<file path="config.mk">
export PLATFORM = sky130hd
export DESIGN_NAME = facs_sequencer
export DESIGN_NICKNAME = d
export VERILOG_FILES = /design/src/facs_pkg.sv /design/src/facs_sequencer.sv
export VERILOG_INCLUDE_DIRS = /design/src /design/src/src
export SDC_FILE = /design/constraint.sdc
export NUM_CORES = 1
export LEC_CHECK = 0
export BUFFER_PORTS_ARGS = -buffer_cell sky130_fd_sc_hd__clkbuf_2
export CAP_MARGIN = 15
export CORE_UTILIZATION = 25
export CTS_BUF_LIST = sky130_fd_sc_hd__clkbuf_4
export DETAILED_ROUTE_END_ITERATION = 7
export PLACE_DENSITY_LB_ADDON = 0.25
export SKIP_LAST_GASP = 1
export SLEW_MARGIN = 20
export SYNTH_ARGS = -nofsm -noshare
export SYNTH_HDL_FRONTEND = slang
export SYNTH_SLANG_ARGS = --single-unit
</file>
<file path="constraint.sdc">
create_clock -name clk_i -period 3.6 [get_ports clk_i]
set_input_delay 0.54 -clock clk_i [delete_from_list [all_inputs] [get_ports clk_i]]
set_output_delay 0.54 -clock clk_i [all_outputs]
set_load 0.02 [all_outputs]
</file>
<file path="src/facs_params.svh">
// constants for the flash array control sequencer
// Contract
// strobe pattern per mode follows truth table
// row decode disabled while row enable low
// column multiplexer disabled while column enable low
// data output bus released while output enable low
// info select picks block; mass erase both
// program, erase, mass erase minimum durations
// store setup after mode strobe; recovery after
// store strobe hold after program or erase
// store strobe before program pulse delay
// cumulative program time per row limited
// no double program without erase between; the sequencer does not check this and accepts a repeated program command
// address/data stable around program pulse
// intervals apply only to manual sequencing
// software registers set all intervals; the read time (FACS_READ_CYC) and the one-cycle address hold stay fixed
// strobes set in order, released reversed; the code drops the mode strobe in NVH, before the store strobe
// standby low between operations
`ifndef FACS_PARAMS_SVH
`define FACS_PARAMS_SVH
`define FACS_CLK_MHZ      100
`define FACS_T_WRITE_CYCLE_STROBE_US    20
`define FACS_T_ERASE_MS   20
`define FACS_T_ME_MS      100
`define FACS_T_NVS_US     5
`define FACS_T_NVH_US     5
`define FACS_T_NVH1_US    100
`define FACS_T_PGS_US     10
`define FACS_T_RCV_US     1
`define FACS_T_HV_MS      3
`define FACS_WRITE_CYCLE_STROBE_CYC     (`FACS_T_WRITE_CYCLE_STROBE_US * `FACS_CLK_MHZ)
`define FACS_ERASE_CYC    (`FACS_T_ERASE_MS * 1000 * `FACS_CLK_MHZ)
`define FACS_ME_CYC       (`FACS_T_ME_MS * 1000 * `FACS_CLK_MHZ)
`define FACS_NVS_CYC      (`FACS_T_NVS_US * `FACS_CLK_MHZ)
`define FACS_NVH_CYC      (`FACS_T_NVH_US * `FACS_CLK_MHZ)
`define FACS_NVH1_CYC     (`FACS_T_NVH1_US * `FACS_CLK_MHZ)
`define FACS_PGS_CYC      (`FACS_T_PGS_US * `FACS_CLK_MHZ)
`define FACS_RCV_CYC      (`FACS_T_RCV_US * `FACS_CLK_MHZ)
`define FACS_HV_CYC       (`FACS_T_HV_MS * 1000 * `FACS_CLK_MHZ)
`define FACS_READ_CYC     2
`define FACS_REG_CTRL     6'h00
`define FACS_REG_STAT     6'h01
`define FACS_REG_ADDR     6'h02
`define FACS_REG_WDATA    6'h03
`define FACS_REG_RDATA    6'h04
`define FACS_REG_TIM0     6'h08
`define FACS_TIM_WRITE_CYCLE_STROBE     3'h0
`define FACS_TIM_ERASE    3'h1
`define FACS_TIM_ME       3'h2
`define FACS_TIM_NVS      3'h3
`define FACS_TIM_NVH      3'h4
`define FACS_TIM_NVH1     3'h5
`define FACS_TIM_PGS      3'h6
`define FACS_TIM_RCV      3'h7
`define FACS_CTRL_START   0
`define FACS_CTRL_INFO    3
`define FACS_ROW_LSB      6
`endif

</file>
<file path="src/facs_pkg.sv">
// types of the flash array control sequencer
package facs_pkg;
  typedef enum logic [1:0]
  {
    FACS_OP_READ   = 2'h0,
    FACS_OP_WRITE_CYCLE_STROBE   = 2'h1,
    FACS_OP_PERASE = 2'h2,
    FACS_OP_MERASE = 2'h3
  } facs_op_t;

  typedef enum logic [3:0]
  {
    FACS_ST_IDLE, FACS_ST_READ, FACS_ST_NVS, FACS_ST_PGS, FACS_ST_OP,
    FACS_ST_ADH, FACS_ST_NVH, FACS_ST_RCV
  } facs_state_t;

  typedef struct packed
  {
    facs_state_t      st;
    facs_op_t         op;
    logic             info;
    logic [23:0]      cnt;
    logic [15:0]      addr;
    logic [15:0]      wdata;
    logic [15:0]      rdata;
    logic [7:0][23:0] tim;
    logic [19:0]      hv;
    logic             err;
    logic             ack;
    logic [31:0]      dat;
    logic [23:0]      plen;
  } facs_regs_t;
endpackage

</file>
<file path="src/facs_sequencer.sv">
// flash array strobe sequencer with wishbone timing registers
//
// Local design decisions: the register addresses and the Wishbone interface to the registers.
`timescale 1ns/10ps
`include "facs_params.svh"
module facs_sequencer
#(
  parameter logic [23:0] ERASE_CYC = 24'(`FACS_ERASE_CYC),
  parameter logic [23:0] ME_CYC    = 24'(`FACS_ME_CYC),
  parameter logic [23:0] NVH1_CYC  = 24'(`FACS_NVH1_CYC),
  parameter logic [19:0] HV_CYC    = 20'(`FACS_HV_CYC)
)
(
  // clock and reset
  input  wire logic        clk_i,
  input  wire logic        rst_i,
  // wishbone slave
  input  wire logic        wb_cyc_i,
  input  wire logic        wb_stb_i,
  input  wire logic        wb_we_i,
  input  wire logic [7:0]  wb_adr_i,
  input  wire logic [3:0]  wb_sel_i,
  input  wire logic [31:0] wb_dat_i,
  output logic      [31:0] wb_dat_o,
  output logic             wb_ack_o,
  // array strobes
  output logic             row_enable_o,
  output logic             column_enable_o,
  output logic             sense_amp_enable_o,
  output logic             output_enable_o,
  output logic             write_cycle_strobe_o,
  output logic             erase_strobe_o,
  output logic             whole_array_select_o,
  output logic             store_strobe_o,
  output logic             info_block_select_o,
  output logic             write_cycle_strobe_pulse_o,
  // array address and data
  output logic      [9:0]  row_addr_o,
  output logic      [5:0]  column_multiplexer_o,
  output logic      [15:0] wdata_o,
  input  wire logic [15:0] array_dout_i,
  output logic      [15:0] flash_dout_o,
  output logic             flash_dout_oe_o,
  // block selection
  output logic             main_block_act_o,
  output logic             info_block_act_o
);
  import facs_pkg::*;

  facs_regs_t q;
  facs_regs_t n;
  logic       req;
  logic       wr;
  logic [5:0] idx;
  logic [7:0] tix;
  logic       write_cycle_strobe;
  logic       erase;
  logic       body;

  assign req = wb_cyc_i && wb_stb_i && !q.ack;
  assign wr  = req && wb_we_i;
  assign idx = wb_adr_i[7:2];
  assign tix = {2'h0, idx} - {2'h0, `FACS_REG_TIM0};

  function automatic logic [23:0] ld(input logic [23:0] t);
    ld = (t == 24'h000000) ? 24'h000000 : t - 24'h000001;
  endfunction

  always_comb
  begin
    n     = q;
    n.ack = 1'b0;
    // register bus access
    if (req)
    begin
      n.ack = 1'b1;
      n.dat = 32'h00000000;
      case (idx)
        `FACS_REG_CTRL:
        begin
          n.dat = {28'h0000000, q.info, q.op, 1'b0};
          if (wr && wb_sel_i[0] && q.st == FACS_ST_IDLE)
          begin
            n.op   = facs_op_t'(wb_dat_i[2:1]);
            n.info = wb_dat_i[`FACS_CTRL_INFO];
            if (wb_dat_i[`FACS_CTRL_START])
            begin
              if (wb_dat_i[2:1] == FACS_OP_READ)
              begin
                n.st  = FACS_ST_READ;
                n.cnt = ld(24'(`FACS_READ_CYC));
              end
              // high-voltage budget
              else if (wb_dat_i[2:1] == FACS_OP_WRITE_CYCLE_STROBE &&
                       ({5'h00, q.hv} + {1'b0, q.tim[`FACS_TIM_WRITE_CYCLE_STROBE]}) > {5'h00, HV_CYC})
              begin
                n.err = 1'b1;
              end
              else
              begin
                // mode strobes before store
                n.st  = FACS_ST_NVS;
                n.cnt = ld(q.tim[`FACS_TIM_NVS]);
              end
            end
          end
        end
        `FACS_REG_STAT:
        begin
          n.dat = {10'h000, q.hv, q.err, q.st != FACS_ST_IDLE};
          if (wr && wb_sel_i[0] && wb_dat_i[1])
            n.err = 1'b0;
        end
        `FACS_REG_ADDR:
        begin
          n.dat = {16'h0000, q.addr};
          // address frozen while busy
          if (wr && q.st == FACS_ST_IDLE)
          begin
            if (wb_sel_i[0]) n.addr[7:0]  = wb_dat_i[7:0];
            if (wb_sel_i[1]) n.addr[15:8] = wb_dat_i[15:8];
          end
        end
        `FACS_REG_WDATA:
        begin
          n.dat = {16'h0000, q.wdata};
          if (wr && q.st == FACS_ST_IDLE)
          begin
            if (wb_sel_i[0]) n.wdata[7:0]  = wb_dat_i[7:0];
            if (wb_sel_i[1]) n.wdata[15:8] = wb_dat_i[15:8];
          end
        end
        `FACS_REG_RDATA:
        begin
          n.dat = {16'h0000, q.rdata};
        end
        default:
        begin
          // interval registers
          if (tix < 8'h08)
          begin
            n.dat = {8'h00, q.tim[tix[2:0]]};
            if (wr && q.st == FACS_ST_IDLE)
            begin
              if (wb_sel_i[0]) n.tim[tix[2:0]][7:0]   = wb_dat_i[7:0];
              if (wb_sel_i[1]) n.tim[tix[2:0]][15:8]  = wb_dat_i[15:8];
              if (wb_sel_i[2]) n.tim[tix[2:0]][23:16] = wb_dat_i[23:16];
            end
          end
        end
      endcase
    end
    // operation sequencer
    if (q.st != FACS_ST_IDLE && q.cnt != 24'h000000)
      n.cnt = q.cnt - 24'h000001;
    n.plen = (q.st == FACS_ST_OP && q.op == FACS_OP_WRITE_CYCLE_STROBE) ? q.plen + 24'h000001 : 24'h000000;
    case (q.st)
      FACS_ST_IDLE:
      begin
      end
      FACS_ST_READ:
      begin
        if (q.cnt == 24'h000000)
        begin
          n.rdata = array_dout_i;
          n.st    = FACS_ST_IDLE;
        end
      end
      FACS_ST_NVS:
      begin
        // setup before store strobe
        if (q.cnt == 24'h000000)
        begin
          // erase durations
          n.st  = (q.op == FACS_OP_WRITE_CYCLE_STROBE) ? FACS_ST_PGS : FACS_ST_OP;
          n.cnt = ld((q.op == FACS_OP_WRITE_CYCLE_STROBE)   ? q.tim[`FACS_TIM_PGS] :
                     (q.op == FACS_OP_MERASE) ? q.tim[`FACS_TIM_ME] : q.tim[`FACS_TIM_ERASE]);
        end
      end
      FACS_ST_PGS:
      begin
        // store to pulse delay
        if (q.cnt == 24'h000000)
        begin
          n.st  = FACS_ST_OP;
          n.cnt = ld(q.tim[`FACS_TIM_WRITE_CYCLE_STROBE]);
        end
      end
      FACS_ST_OP:
      begin
        // accumulate program time
        if (q.op == FACS_OP_WRITE_CYCLE_STROBE && q.hv != 20'hFFFFF)
          n.hv = q.hv + 20'h00001;
        if (q.cnt == 24'h000000)
        begin
          if (q.op == FACS_OP_WRITE_CYCLE_STROBE)
          begin
            n.st  = FACS_ST_ADH;
          end
          else
          begin
            n.hv  = 20'h00000;
            n.st  = FACS_ST_NVH;
            n.cnt = ld(q.op == FACS_OP_MERASE ? q.tim[`FACS_TIM_NVH1] : q.tim[`FACS_TIM_NVH]);
          end
        end
      end
      FACS_ST_ADH:
      begin
        // hold after pulse
        n.st  = FACS_ST_NVH;
        n.cnt = ld(q.tim[`FACS_TIM_NVH]);
      end
      FACS_ST_NVH:
      begin
        // store hold
        if (q.cnt == 24'h000000)
        begin
          n.st  = FACS_ST_RCV;
          n.cnt = ld(q.tim[`FACS_TIM_RCV]);
        end
      end
      FACS_ST_RCV:
      begin
        // back to standby
        if (q.cnt == 24'h000000)
          n.st = FACS_ST_IDLE;
      end
      default:
      begin
        n.st = FACS_ST_IDLE;
      end
    endcase
  end

  always_ff @(posedge clk_i)
  begin
    if (rst_i)
    begin
      q       <= '0;
      q.st    <= FACS_ST_IDLE;
      q.op    <= FACS_OP_READ;
      q.tim[`FACS_TIM_WRITE_CYCLE_STROBE]  <= 24'(`FACS_WRITE_CYCLE_STROBE_CYC);
      q.tim[`FACS_TIM_ERASE] <= ERASE_CYC;
      q.tim[`FACS_TIM_ME]    <= ME_CYC;
      q.tim[`FACS_TIM_NVS]   <= 24'(`FACS_NVS_CYC);
      q.tim[`FACS_TIM_NVH]   <= 24'(`FACS_NVH_CYC);
      q.tim[`FACS_TIM_NVH1]  <= NVH1_CYC;
      q.tim[`FACS_TIM_PGS]   <= 24'(`FACS_PGS_CYC);
      q.tim[`FACS_TIM_RCV]   <= 24'(`FACS_RCV_CYC);
    end
    else
    begin
      q <= n;
    end
  end

  // strobe decode
  assign write_cycle_strobe  = q.op == FACS_OP_WRITE_CYCLE_STROBE;
  assign erase = q.op[1];
  assign body  = q.st == FACS_ST_NVS || q.st == FACS_ST_PGS || q.st == FACS_ST_OP ||
                 q.st == FACS_ST_ADH || q.st == FACS_ST_NVH;
  // truth table per mode
  assign row_enable_o         = q.st == FACS_ST_READ || body;
  assign column_enable_o      = q.st == FACS_ST_READ || (body && write_cycle_strobe);
  assign sense_amp_enable_o   = q.st == FACS_ST_READ;
  assign output_enable_o      = q.st == FACS_ST_READ;
  assign write_cycle_strobe_o = write_cycle_strobe && body && q.st != FACS_ST_NVH;
  assign erase_strobe_o       = erase && body && q.st != FACS_ST_NVH;
  assign whole_array_select_o = q.op == FACS_OP_MERASE && body;
  assign store_strobe_o       = body && q.st != FACS_ST_NVS && !(erase && q.st == FACS_ST_PGS);
  assign write_cycle_strobe_pulse_o         = write_cycle_strobe && q.st == FACS_ST_OP;
  assign info_block_select_o  = q.info && (q.st != FACS_ST_IDLE);
  // block selection
  assign info_block_act_o     = q.info && q.st != FACS_ST_IDLE;
  assign main_block_act_o     = (!q.info || q.op == FACS_OP_MERASE) && q.st != FACS_ST_IDLE;
  // row gating
  assign row_addr_o           = row_enable_o ? q.addr[15:`FACS_ROW_LSB] : 10'h000;
  // column gating
  assign column_multiplexer_o = column_enable_o ? q.addr[`FACS_ROW_LSB-1:0] : 6'h00;
  assign wdata_o              = q.wdata;
  // output bus release
  assign flash_dout_o         = output_enable_o ? array_dout_i : 16'h0000;
  assign flash_dout_oe_o      = output_enable_o;
  assign wb_ack_o             = q.ack;
  assign wb_dat_o             = q.dat;

  property p_row_gate;
    @(posedge clk_i) disable iff (rst_i) !row_enable_o |-> row_addr_o == 10'h000;
  endproperty
  a_row_gate: assert property (p_row_gate) else $error("row address live while disabled");

  property p_col_gate;
    @(posedge clk_i) disable iff (rst_i) !column_enable_o |-> column_multiplexer_o == 6'h00;
  endproperty
  a_col_gate: assert property (p_col_gate) else $error("column mux live while disabled");

  property p_out_gate;
    @(posedge clk_i) disable iff (rst_i) flash_dout_oe_o |-> sense_amp_enable_o && row_enable_o;
  endproperty
  a_out_gate: assert property (p_out_gate) else $error("output driven outside read");

  property p_block;
    @(posedge clk_i) disable iff (rst_i)
      (q.st != FACS_ST_IDLE) |-> (info_block_act_o == q.info) &&
      (main_block_act_o == (!q.info || q.op == FACS_OP_MERASE));
  endproperty
  a_block: assert property (p_block) else $error("wrong block selected");

  property p_store_order;
    @(posedge clk_i) disable iff (rst_i)
      $rose(store_strobe_o) |-> $past(write_cycle_strobe_o || erase_strobe_o) &&
      $past(q.st) == FACS_ST_NVS;
  endproperty
  a_store_order: assert property (p_store_order) else $error("store before mode strobe");

  property p_pulse_len;
    @(posedge clk_i) disable iff (rst_i)
      $fell(write_cycle_strobe_pulse_o) |-> $past(q.plen) + 24'h000001 >= q.tim[`FACS_TIM_WRITE_CYCLE_STROBE];
  endproperty
  a_pulse_len: assert property (p_pulse_len) else $error("program pulse too short");

  property p_addr_hold;
    @(posedge clk_i) disable iff (rst_i)
      $fell(write_cycle_strobe_pulse_o) |-> store_strobe_o && write_cycle_strobe_o ##1 $stable(q.addr);
  endproperty
  a_addr_hold: assert property (p_addr_hold) else $error("address not held after pulse");

  property p_standby;
    @(posedge clk_i) disable iff (rst_i)
      (q.st == FACS_ST_RCV) |-> !row_enable_o && !store_strobe_o && !erase_strobe_o;
  endproperty
  a_standby: assert property (p_standby) else $error("strobes active in recovery");

  property p_ack;
    @(posedge clk_i) disable iff (rst_i) wb_ack_o |=> !wb_ack_o;
  endproperty
  a_ack: assert property (p_ack) else $error("ack held two cycles");
endmodule

</file>
# Word level (Yosys, flattened, before mapping)
# Index checks and enable logic that the tools add are counted.
dict set report word_totals {
  ff_bits 325
  latch_bits 0
  mem_bits_rw 0
  romBits 0
  inputBits 65
  output_inout_bits 94
  wordCells 191
  memories 0
}
dict set report op_classes {
  add_sub_neg 10
  mul 0
  div 0
  magnitude_cmp 4
  n_eq_ne 22
  shifts 0
  muxes 78
  bitwise_logic 1
  reduce_logical 55
}
# cell n
set ops {}
lappend ops {{2-to-1 mux 192 bit} 11}
lappend ops {{bitwise mux 192 bit} 3}
lappend ops {{2-to-1 mux 24 bit} 21}
lappend ops {{one-hot mux 24 bit (5 select lines)} 2}
lappend ops {{demux 24 bit (select 3 bit)} 3}
lappend ops {{zero test 24 bit} 7}
lappend ops {{subtractor 24 x 1 -> 24 bit, second input constant} 7}
lappend ops {{2-to-1 mux 16 bit} 6}
lappend ops {{binary-select mux 24 bit (select 3 bit)} 1}
lappend ops {{2-to-1 mux 63 bit} 1}
lappend ops {{2-to-1 mux 31 bit} 2}
lappend ops {{2-to-1 mux 20 bit} 3}
lappend ops {{2-to-1 mux 8 bit} 5}
lappend ops {{2-to-1 mux 33 bit} 1}
lappend ops {{2-to-1 mux 4 bit} 8}
lappend ops {{one-hot mux 4 bit (7 select lines)} 1}
lappend ops {{adder 20 x 24 -> 25 bit} 1}
lappend ops {{greater-than comparator 25 x 19 -> 1 bit, second input constant} 1}
lappend ops {{nonzero test 24 bit} 1}
lappend ops {{logical AND 1 bit} 22}
lappend ops {{adder 20 x 1 -> 20 bit, second input constant} 1}
lappend ops {{inequality test 20 bit, second input constant} 1}
lappend ops {{AND reduction 4 bit} 5}
lappend ops {{== test 4 x 3 -> 1 bit, second input constant} 4}
lappend ops {{other kinds (33)} 52}

# Logic depth before layout (Yosys ltp)
dict set report logic_depth {
  ltp_word 19
  ltp_mapped 16
  depth_no_buf 12
}

# Worst setup path after synthesis
# No wires, ideal clock.
dict set report synth_timing {
  path_type {reg-to-reg}
  start {reg q (netlist bit erase)}
  end {reg q[320] (netlist name)}
  arrival_time_ps 3612
  required_time_ps 3481
  slack_ps -131
  path_stages_with_launch 17
  n_path_buf 5
  cell_sequence {dfxtp_1 > buf_6 > buf_6 > buf_6 > clkbuf_1 > mux2_2 > mux2i_1 > ha_1 > inv_1 > or4b_4 > or3_1 > buf_2 > a21oi_2 > o2111a_2 > a211oi_1 > a211o_1 > o221a_1}
}
dict set report synth_between {
  elab_chain_len 7
  elab_cells_between_ends 15
  classes_between {2 x add/sub; 2 x eq/ne; 9 x mux; 2 x reduce/logical}
}
# item line
set synth_rtl {}
lappend synth_rtl {{start: declaration} facs_sequencer.sv:50} ;# facs_regs_t q;
lappend synth_rtl {{start signal: assignment} facs_sequencer.sv:254} ;# q <= n;
lappend synth_rtl {{== test 2 bit} {facs_sequencer.sv:177, facs_sequencer.sv:204}}
lappend synth_rtl {{2-to-1 mux 24 bit (on tied branches)} {facs_sequencer.sv:204, facs_sequencer.sv:177}}
lappend synth_rtl {{subtractor 24 x 1 -> 24 bit (tied with other cells)} facs_sequencer.sv:66} ;# ld = (t == 24'h000000) ? 24'h000000 : t - 24'h000001;
lappend synth_rtl {{2-to-1 mux 24 bit (tied with other cells)} facs_sequencer.sv:66}
lappend synth_rtl {{2-to-1 mux 24 bit (on tied branches)} {facs_sequencer.sv:196, facs_sequencer.sv:66}}
lappend synth_rtl {{2-to-1 mux 24 bit (on tied branches)} {facs_sequencer.sv:194, facs_sequencer.sv:172}}
lappend synth_rtl {{one-hot mux 24 bit (5 select lines) *} facs_sequencer.sv:157} ;# case (q.st)
# Every way passes the cells marked *; elsewhere a longest branch is shown, timed or not.
# A chain may end at the register's enable or synchronous reset.

# Final worst setup path
dict set report layout_timing {
  start {reg q[78] (netlist name)}
  end {reg q[332] (netlist name)}
}
dict set report layout_between {
  elab_chain_len 13
  elab_cells_between_ends 19
  classes_between {2 x add/sub; 1 x order compare; 14 x mux; 2 x reduce/logical}
}
# item line
set layout_rtl {}
lappend layout_rtl {{adder 20 x 24 -> 25 bit} facs_sequencer.sv:95} ;# ({5'h00, q.hv} + {1'b0, q.tim[`FACS_TIM_WRITE_CYCLE_STROBE]}) > {5'h00, HV_CYC})
lappend layout_rtl {{greater-than comparator 25 x 19 -> 1 bit} facs_sequencer.sv:95}
lappend layout_rtl {{logical AND 1 bit} facs_sequencer.sv:94} ;# else if (wb_dat_i[2:1] == FACS_OP_WRITE_CYCLE_STROBE &&
lappend layout_rtl {{2-to-1 mux 24 bit} facs_sequencer.sv:94}
lappend layout_rtl {{2-to-1 mux 24 bit} facs_sequencer.sv:88} ;# if (wb_dat_i[2:1] == FACS_OP_READ)
lappend layout_rtl {{2-to-1 mux 24 bit} facs_sequencer.sv:86} ;# if (wb_dat_i[`FACS_CTRL_START])
lappend layout_rtl {{2-to-1 mux 31 bit} facs_sequencer.sv:82} ;# if (wr && wb_sel_i[0] && q.st == FACS_ST_IDLE)
lappend layout_rtl {{2-to-1 mux 31 bit} facs_sequencer.sv:78} ;# case (idx)
lappend layout_rtl {{2-to-1 mux 63 bit} facs_sequencer.sv:74} ;# if (req)
lappend layout_rtl {{2-to-1 mux 24 bit} facs_sequencer.sv:154} ;# if (q.st != FACS_ST_IDLE && q.cnt != 24'h000000)
lappend layout_rtl {{2-to-1 mux 24 bit} facs_sequencer.sv:196} ;# if (q.op == FACS_OP_WRITE_CYCLE_STROBE)
lappend layout_rtl {{2-to-1 mux 24 bit} facs_sequencer.sv:194} ;# if (q.cnt == 24'h000000)
lappend layout_rtl {{one-hot mux 24 bit (5 select lines) *} facs_sequencer.sv:157}
# Marked as above.

==> qor_table.md <==
| Result | This run |
|:---|:---|
| EDFF count, synth | 0 |
| Min Clock Period, post-route | 3620 ps |
| Endpoint of the most critical register-to-register path | q[332]$_SDFF_PP0_ |
| Final-layout worst hold slack | 49.6 ps |
| Worst Hold Class | in -> reg |
| Number of warnings reported in the yosys synthesis log | 0 |
| Total leakage power | 10.4 nW |
| Most frequent cell on the critical path | sky130_fd_sc_hd__buf_6 |
| Final worst-path cycle share | 1.01 |
| Worst slew pin tran | 1040 ps |
| Global router's overall resource usage | 0.248 |
| Crit. path cell count | 16 |
| Kind of launch point of the worst setup path | register |
| Fin nets | 3392 |
| GRT Residual Overflow | 0 |
| Via density per instance | 5.34 |
| Full die area | 84700 µm² |
| Top area cells in the synthesized netlist | sky130_fd_sc_hd__dfxtp_1 30%, sky130_fd_sc_hd__nand2_1 8.8%, sky130_fd_sc_hd__a21oi_1 6.9% |
| Worst setup path startpoint | q[78]$_SDFFE_PP0P_ |
| Area of all placed cells without fillers | 27200 µm² |
| Number of buffers on the longest clock path | 3 |
| Reg clk slew, reported paths | 70 ps |
| Max transition margin | 0.304 |
| Post-Syn Instances | 2839 |
| Area of the mapped netlist | 20900 µm² |
| Height of the die | 291 µm |
| Hpwl dp | 83.7 mm |
| Cell accounting for the most synthesized area | sky130_fd_sc_hd__dfxtp_1 |
| Antenna violations before repair | 4 |
| Overall die width | 291 µm |
| Number of nets still failing antenna checks after routing | 0 |
| Routed wirelength normalized by instance count | 24.4 µm |
| Syn Area/Cell | 7.36 µm² |
| Setup repair after global routing missed its margin | true |
| Class of the most critical setup path | reg -> reg |
| Violations in the final reports | setup timing |
| Critical Path, Cell by Cell | ha_4 > fa_2 > a21o_1 > a311o_1 > nand2_2 > a211oi_2 > or3_1 > a311oi_2 > buf_4 > nand4_1 > buf_6 > buf_8 > a21oi_2 > buf_6 > a21oi_1 > o31ai_1 |
| Number of violations reported at the end of detailed-routing iteration 0 | 2203 |
| Residual DRC | 0 |
| Number of primary I/O pins | 159 |
| Sequential element share of the synthesized area | 0.304 |
| Core outline area | 82400 µm² |
| Largest delay contributor family on the critical path | compound AO/OA/AOI/OAI gates |
| CTS tree | done |
| Critical path arrival | 4420 ps |
| Synth cell types | 91 |
| Max-cap violations | 0 |
| Max Freq | 276 MHz |
| Power per cell area | 327 nW/µm² |
| Drt pass-1 iters | 5 |
| Clock sink total | 317 |
| Ys async rst share | 0 |
| Most frequent cells after synthesis | 491 x sky130_fd_sc_hd__nand2_1, 317 x sky130_fd_sc_hd__dfxtp_1, 286 x sky130_fd_sc_hd__a21oi_1, 279 x sky130_fd_sc_hd__nor2_1, 166 x sky130_fd_sc_hd__clkbuf_1 |
| H-tree depth | 3 |
| Clock Root Buffer | sky130_fd_sc_hd__clkbuf_4 |
| Clock buffers created by TritonCTS | 91 |
| Slowest cell delay on critical path | 420 ps |
| Number of global-route vias before repair | 22328 |
| Worst Path Buf+Inv | 4 |
| Flop and latch count out of synthesis | 317 |
| Top-count cell post-synth | sky130_fd_sc_hd__nand2_1 |
| Final setup violation count | 2 |
| Worst path slowest cell | sky130_fd_sc_hd__a311o_1 |
| Worst r2r src | q[78]$_SDFFE_PP0P_ |
| Initial standard-cell utilization of the core | 0.254 |
| Depth of the worst register-to-register path | 16 |
| Reg2reg setup slack | -20 ps |
| Clock insertion delay at the later pin of the skew report | 930 ps |
| First-pass GRT wire length | 156 mm |
| Area growth from synthesis to final layout | 30.0% |
| Final hold viol count | 0 |
| Worst Clk Skew | 71.9 ps |
| Outcome | complete, but fails checks |
| Fraction of final layout cells with drive strength greater than 1 | 0.249 |
| Maximum number of pins on one net before global-route repair | 141 |
| Largest voltage drop on the vdd net | 0.218 mV |
| Placed cell areas | 25100 µm² |
| Critical Path RT | 4400 ps |
| Origin of the worst min-delay path | wb_dat_i[21] |
| Standard-cell row count | 105 |
| Crit. End Element | register |
| Final number of max-transition violations | 0 |
| Port Buf Inserts | 139 |
| Last weighted congestion value of the routability-driven placer | 0.996 |
| Worst path setup slack after routing | -24.4 ps |
| Drt total wl | 108 mm |
| Maximum fanout count along the critical path | 6 |
| Primary flip-flop cell chosen by synthesis mapping | sky130_fd_sc_hd__dfxtp_1 |
| Vias | 23701 |
| Timing endpoint of the critical path | q[332]$_SDFF_PP0_ |
| Area fraction of the dominant cell type after synthesis | 0.304 |
| Post-Route Setup TNS | -28.8 ps |
[placed cells by master, fill, tap and decap left out, drive strengths merged, types with 11 or more instances in the layout]
cell and n:
a211oi 13, a21o 11, a21oi 287, a221oi 16, a22oi 42, a31oi 20, and2 40, and3 24
buf 431, clkbuf 278, clkinv 18, dfxtp 317, dlygate4sd3 19, ha 35, inv 31, mux2 19
mux2i 138, nand2 493, nand2b 14, nand3 93, nand4 20, nor2 279, nor3 75, nor4 53
o21ai 110, o221ai 19, o22ai 100, or3 23, or4 25, xnor2 94, xor2 66
[worst min path at each step]
stage / cells after the start / to / slack, ps
CTS: 2 / q[338]$_SDFF_PP0_ / -70
finish: 3 / q[195]$_SDFFE_PP0P_ / 50
floorplan: 2 / q[270]$_SDFFE_PP0P_ / 440
global route: 3 / q[147]$_SDFFE_PP0P_ / 60
detailed placement: 2 / q[270]$_SDFFE_PP0P_ / 450
global placement: 2 / q[282]$_SDFFE_PP0P_ / 450
[timing repair]
item                       CTS  global route
pin swaps                   12            42
resized for setup           46            72
setup endpoints to repair   41            26
hold endpoints to repair    26             3
buffers inserted            10             5
hold buffers                18             1
[metal layers]
layer | part of all wire | routed length [µm] | global-route usage | vias to the layer above
met1 | 0.43 | 46900 | 0.337 | 11331
met4 | 0.039 | 4240 | 0.0972 | 0
li1 | - | - | - | 11098
met3 | 0.081 | 8730 | 0.0412 | 200
met5 | 0 | 0 | 0 | -
met2 | 0.45 | 48200 | 0.388 | 1072
[cell type report]
type	instances	area (µm²)
clock inverters	25	129
well taps	1070	1340
multi-input cells	2266	13900
fillers	8942	55200
clock buffers	139	1040
flip-flops and latches	317	6360
inverters	26	97.6
diodes	6	15.0
repair buffers	589	4330
[sequential cells by signal, summed over array words and instances (netlist names)]
register / count
erase: 1
q: 275
wb_ack_o: 1
wb_dat_o: 24
wdata_o: 16
[cell families (layout without fill, tap and decap cells)]
group / Yosys count / in the layout / share of synthesized area
AND/OR/NAND/NOR: 1195 / 1195 / 0.263
XOR/XNOR: 160 / 160 / 0.0671
adder cells (fa/ha/maj): 37 / 37 / 0.0224
AO/OA/AOI/OAI: 708 / 708 / 0.208
flip-flops: 317 / 317 / 0.304
other: 1 / 15 / 0.000179
multiplexers: 157 / 157 / 0.0773
buffers and inverters: 264 / 779 / 0.0586
[power breakdown]
group	switching (W)	internal [W]
registers	0.0000903	0.00358
clock network	0.00176	0.00177
logic	0.00108	0.000606
[tightest hold or removal path: cells and delay by family]
| family | cells | cell delay [ps] |
|---|---|---|
| buffers and inverters | 1 | 180 |
| AO/OA/AOI/OAI | 1 | 50 |
| AND/OR/NAND/NOR | 1 | 90 |
[metrics by stage]
step / util / std cells / total power (W) / setup slack (ps)
detailed placement: 0.305 / 4236 / 0.00533 / -411
CTS: 0.325 / 4428 / 0.00889 / -111
global placement: 0.305 / 4236 / 0.00534 / -438
floorplan: - / 2847 / 0.00466 / 1.54
global route: 0.330 / 4435 / 0.00925 / -166
finish: 0.330 / 4438 / 0.00889 / -24.4
Note: power is estimated with default switching activity, not from simulation.
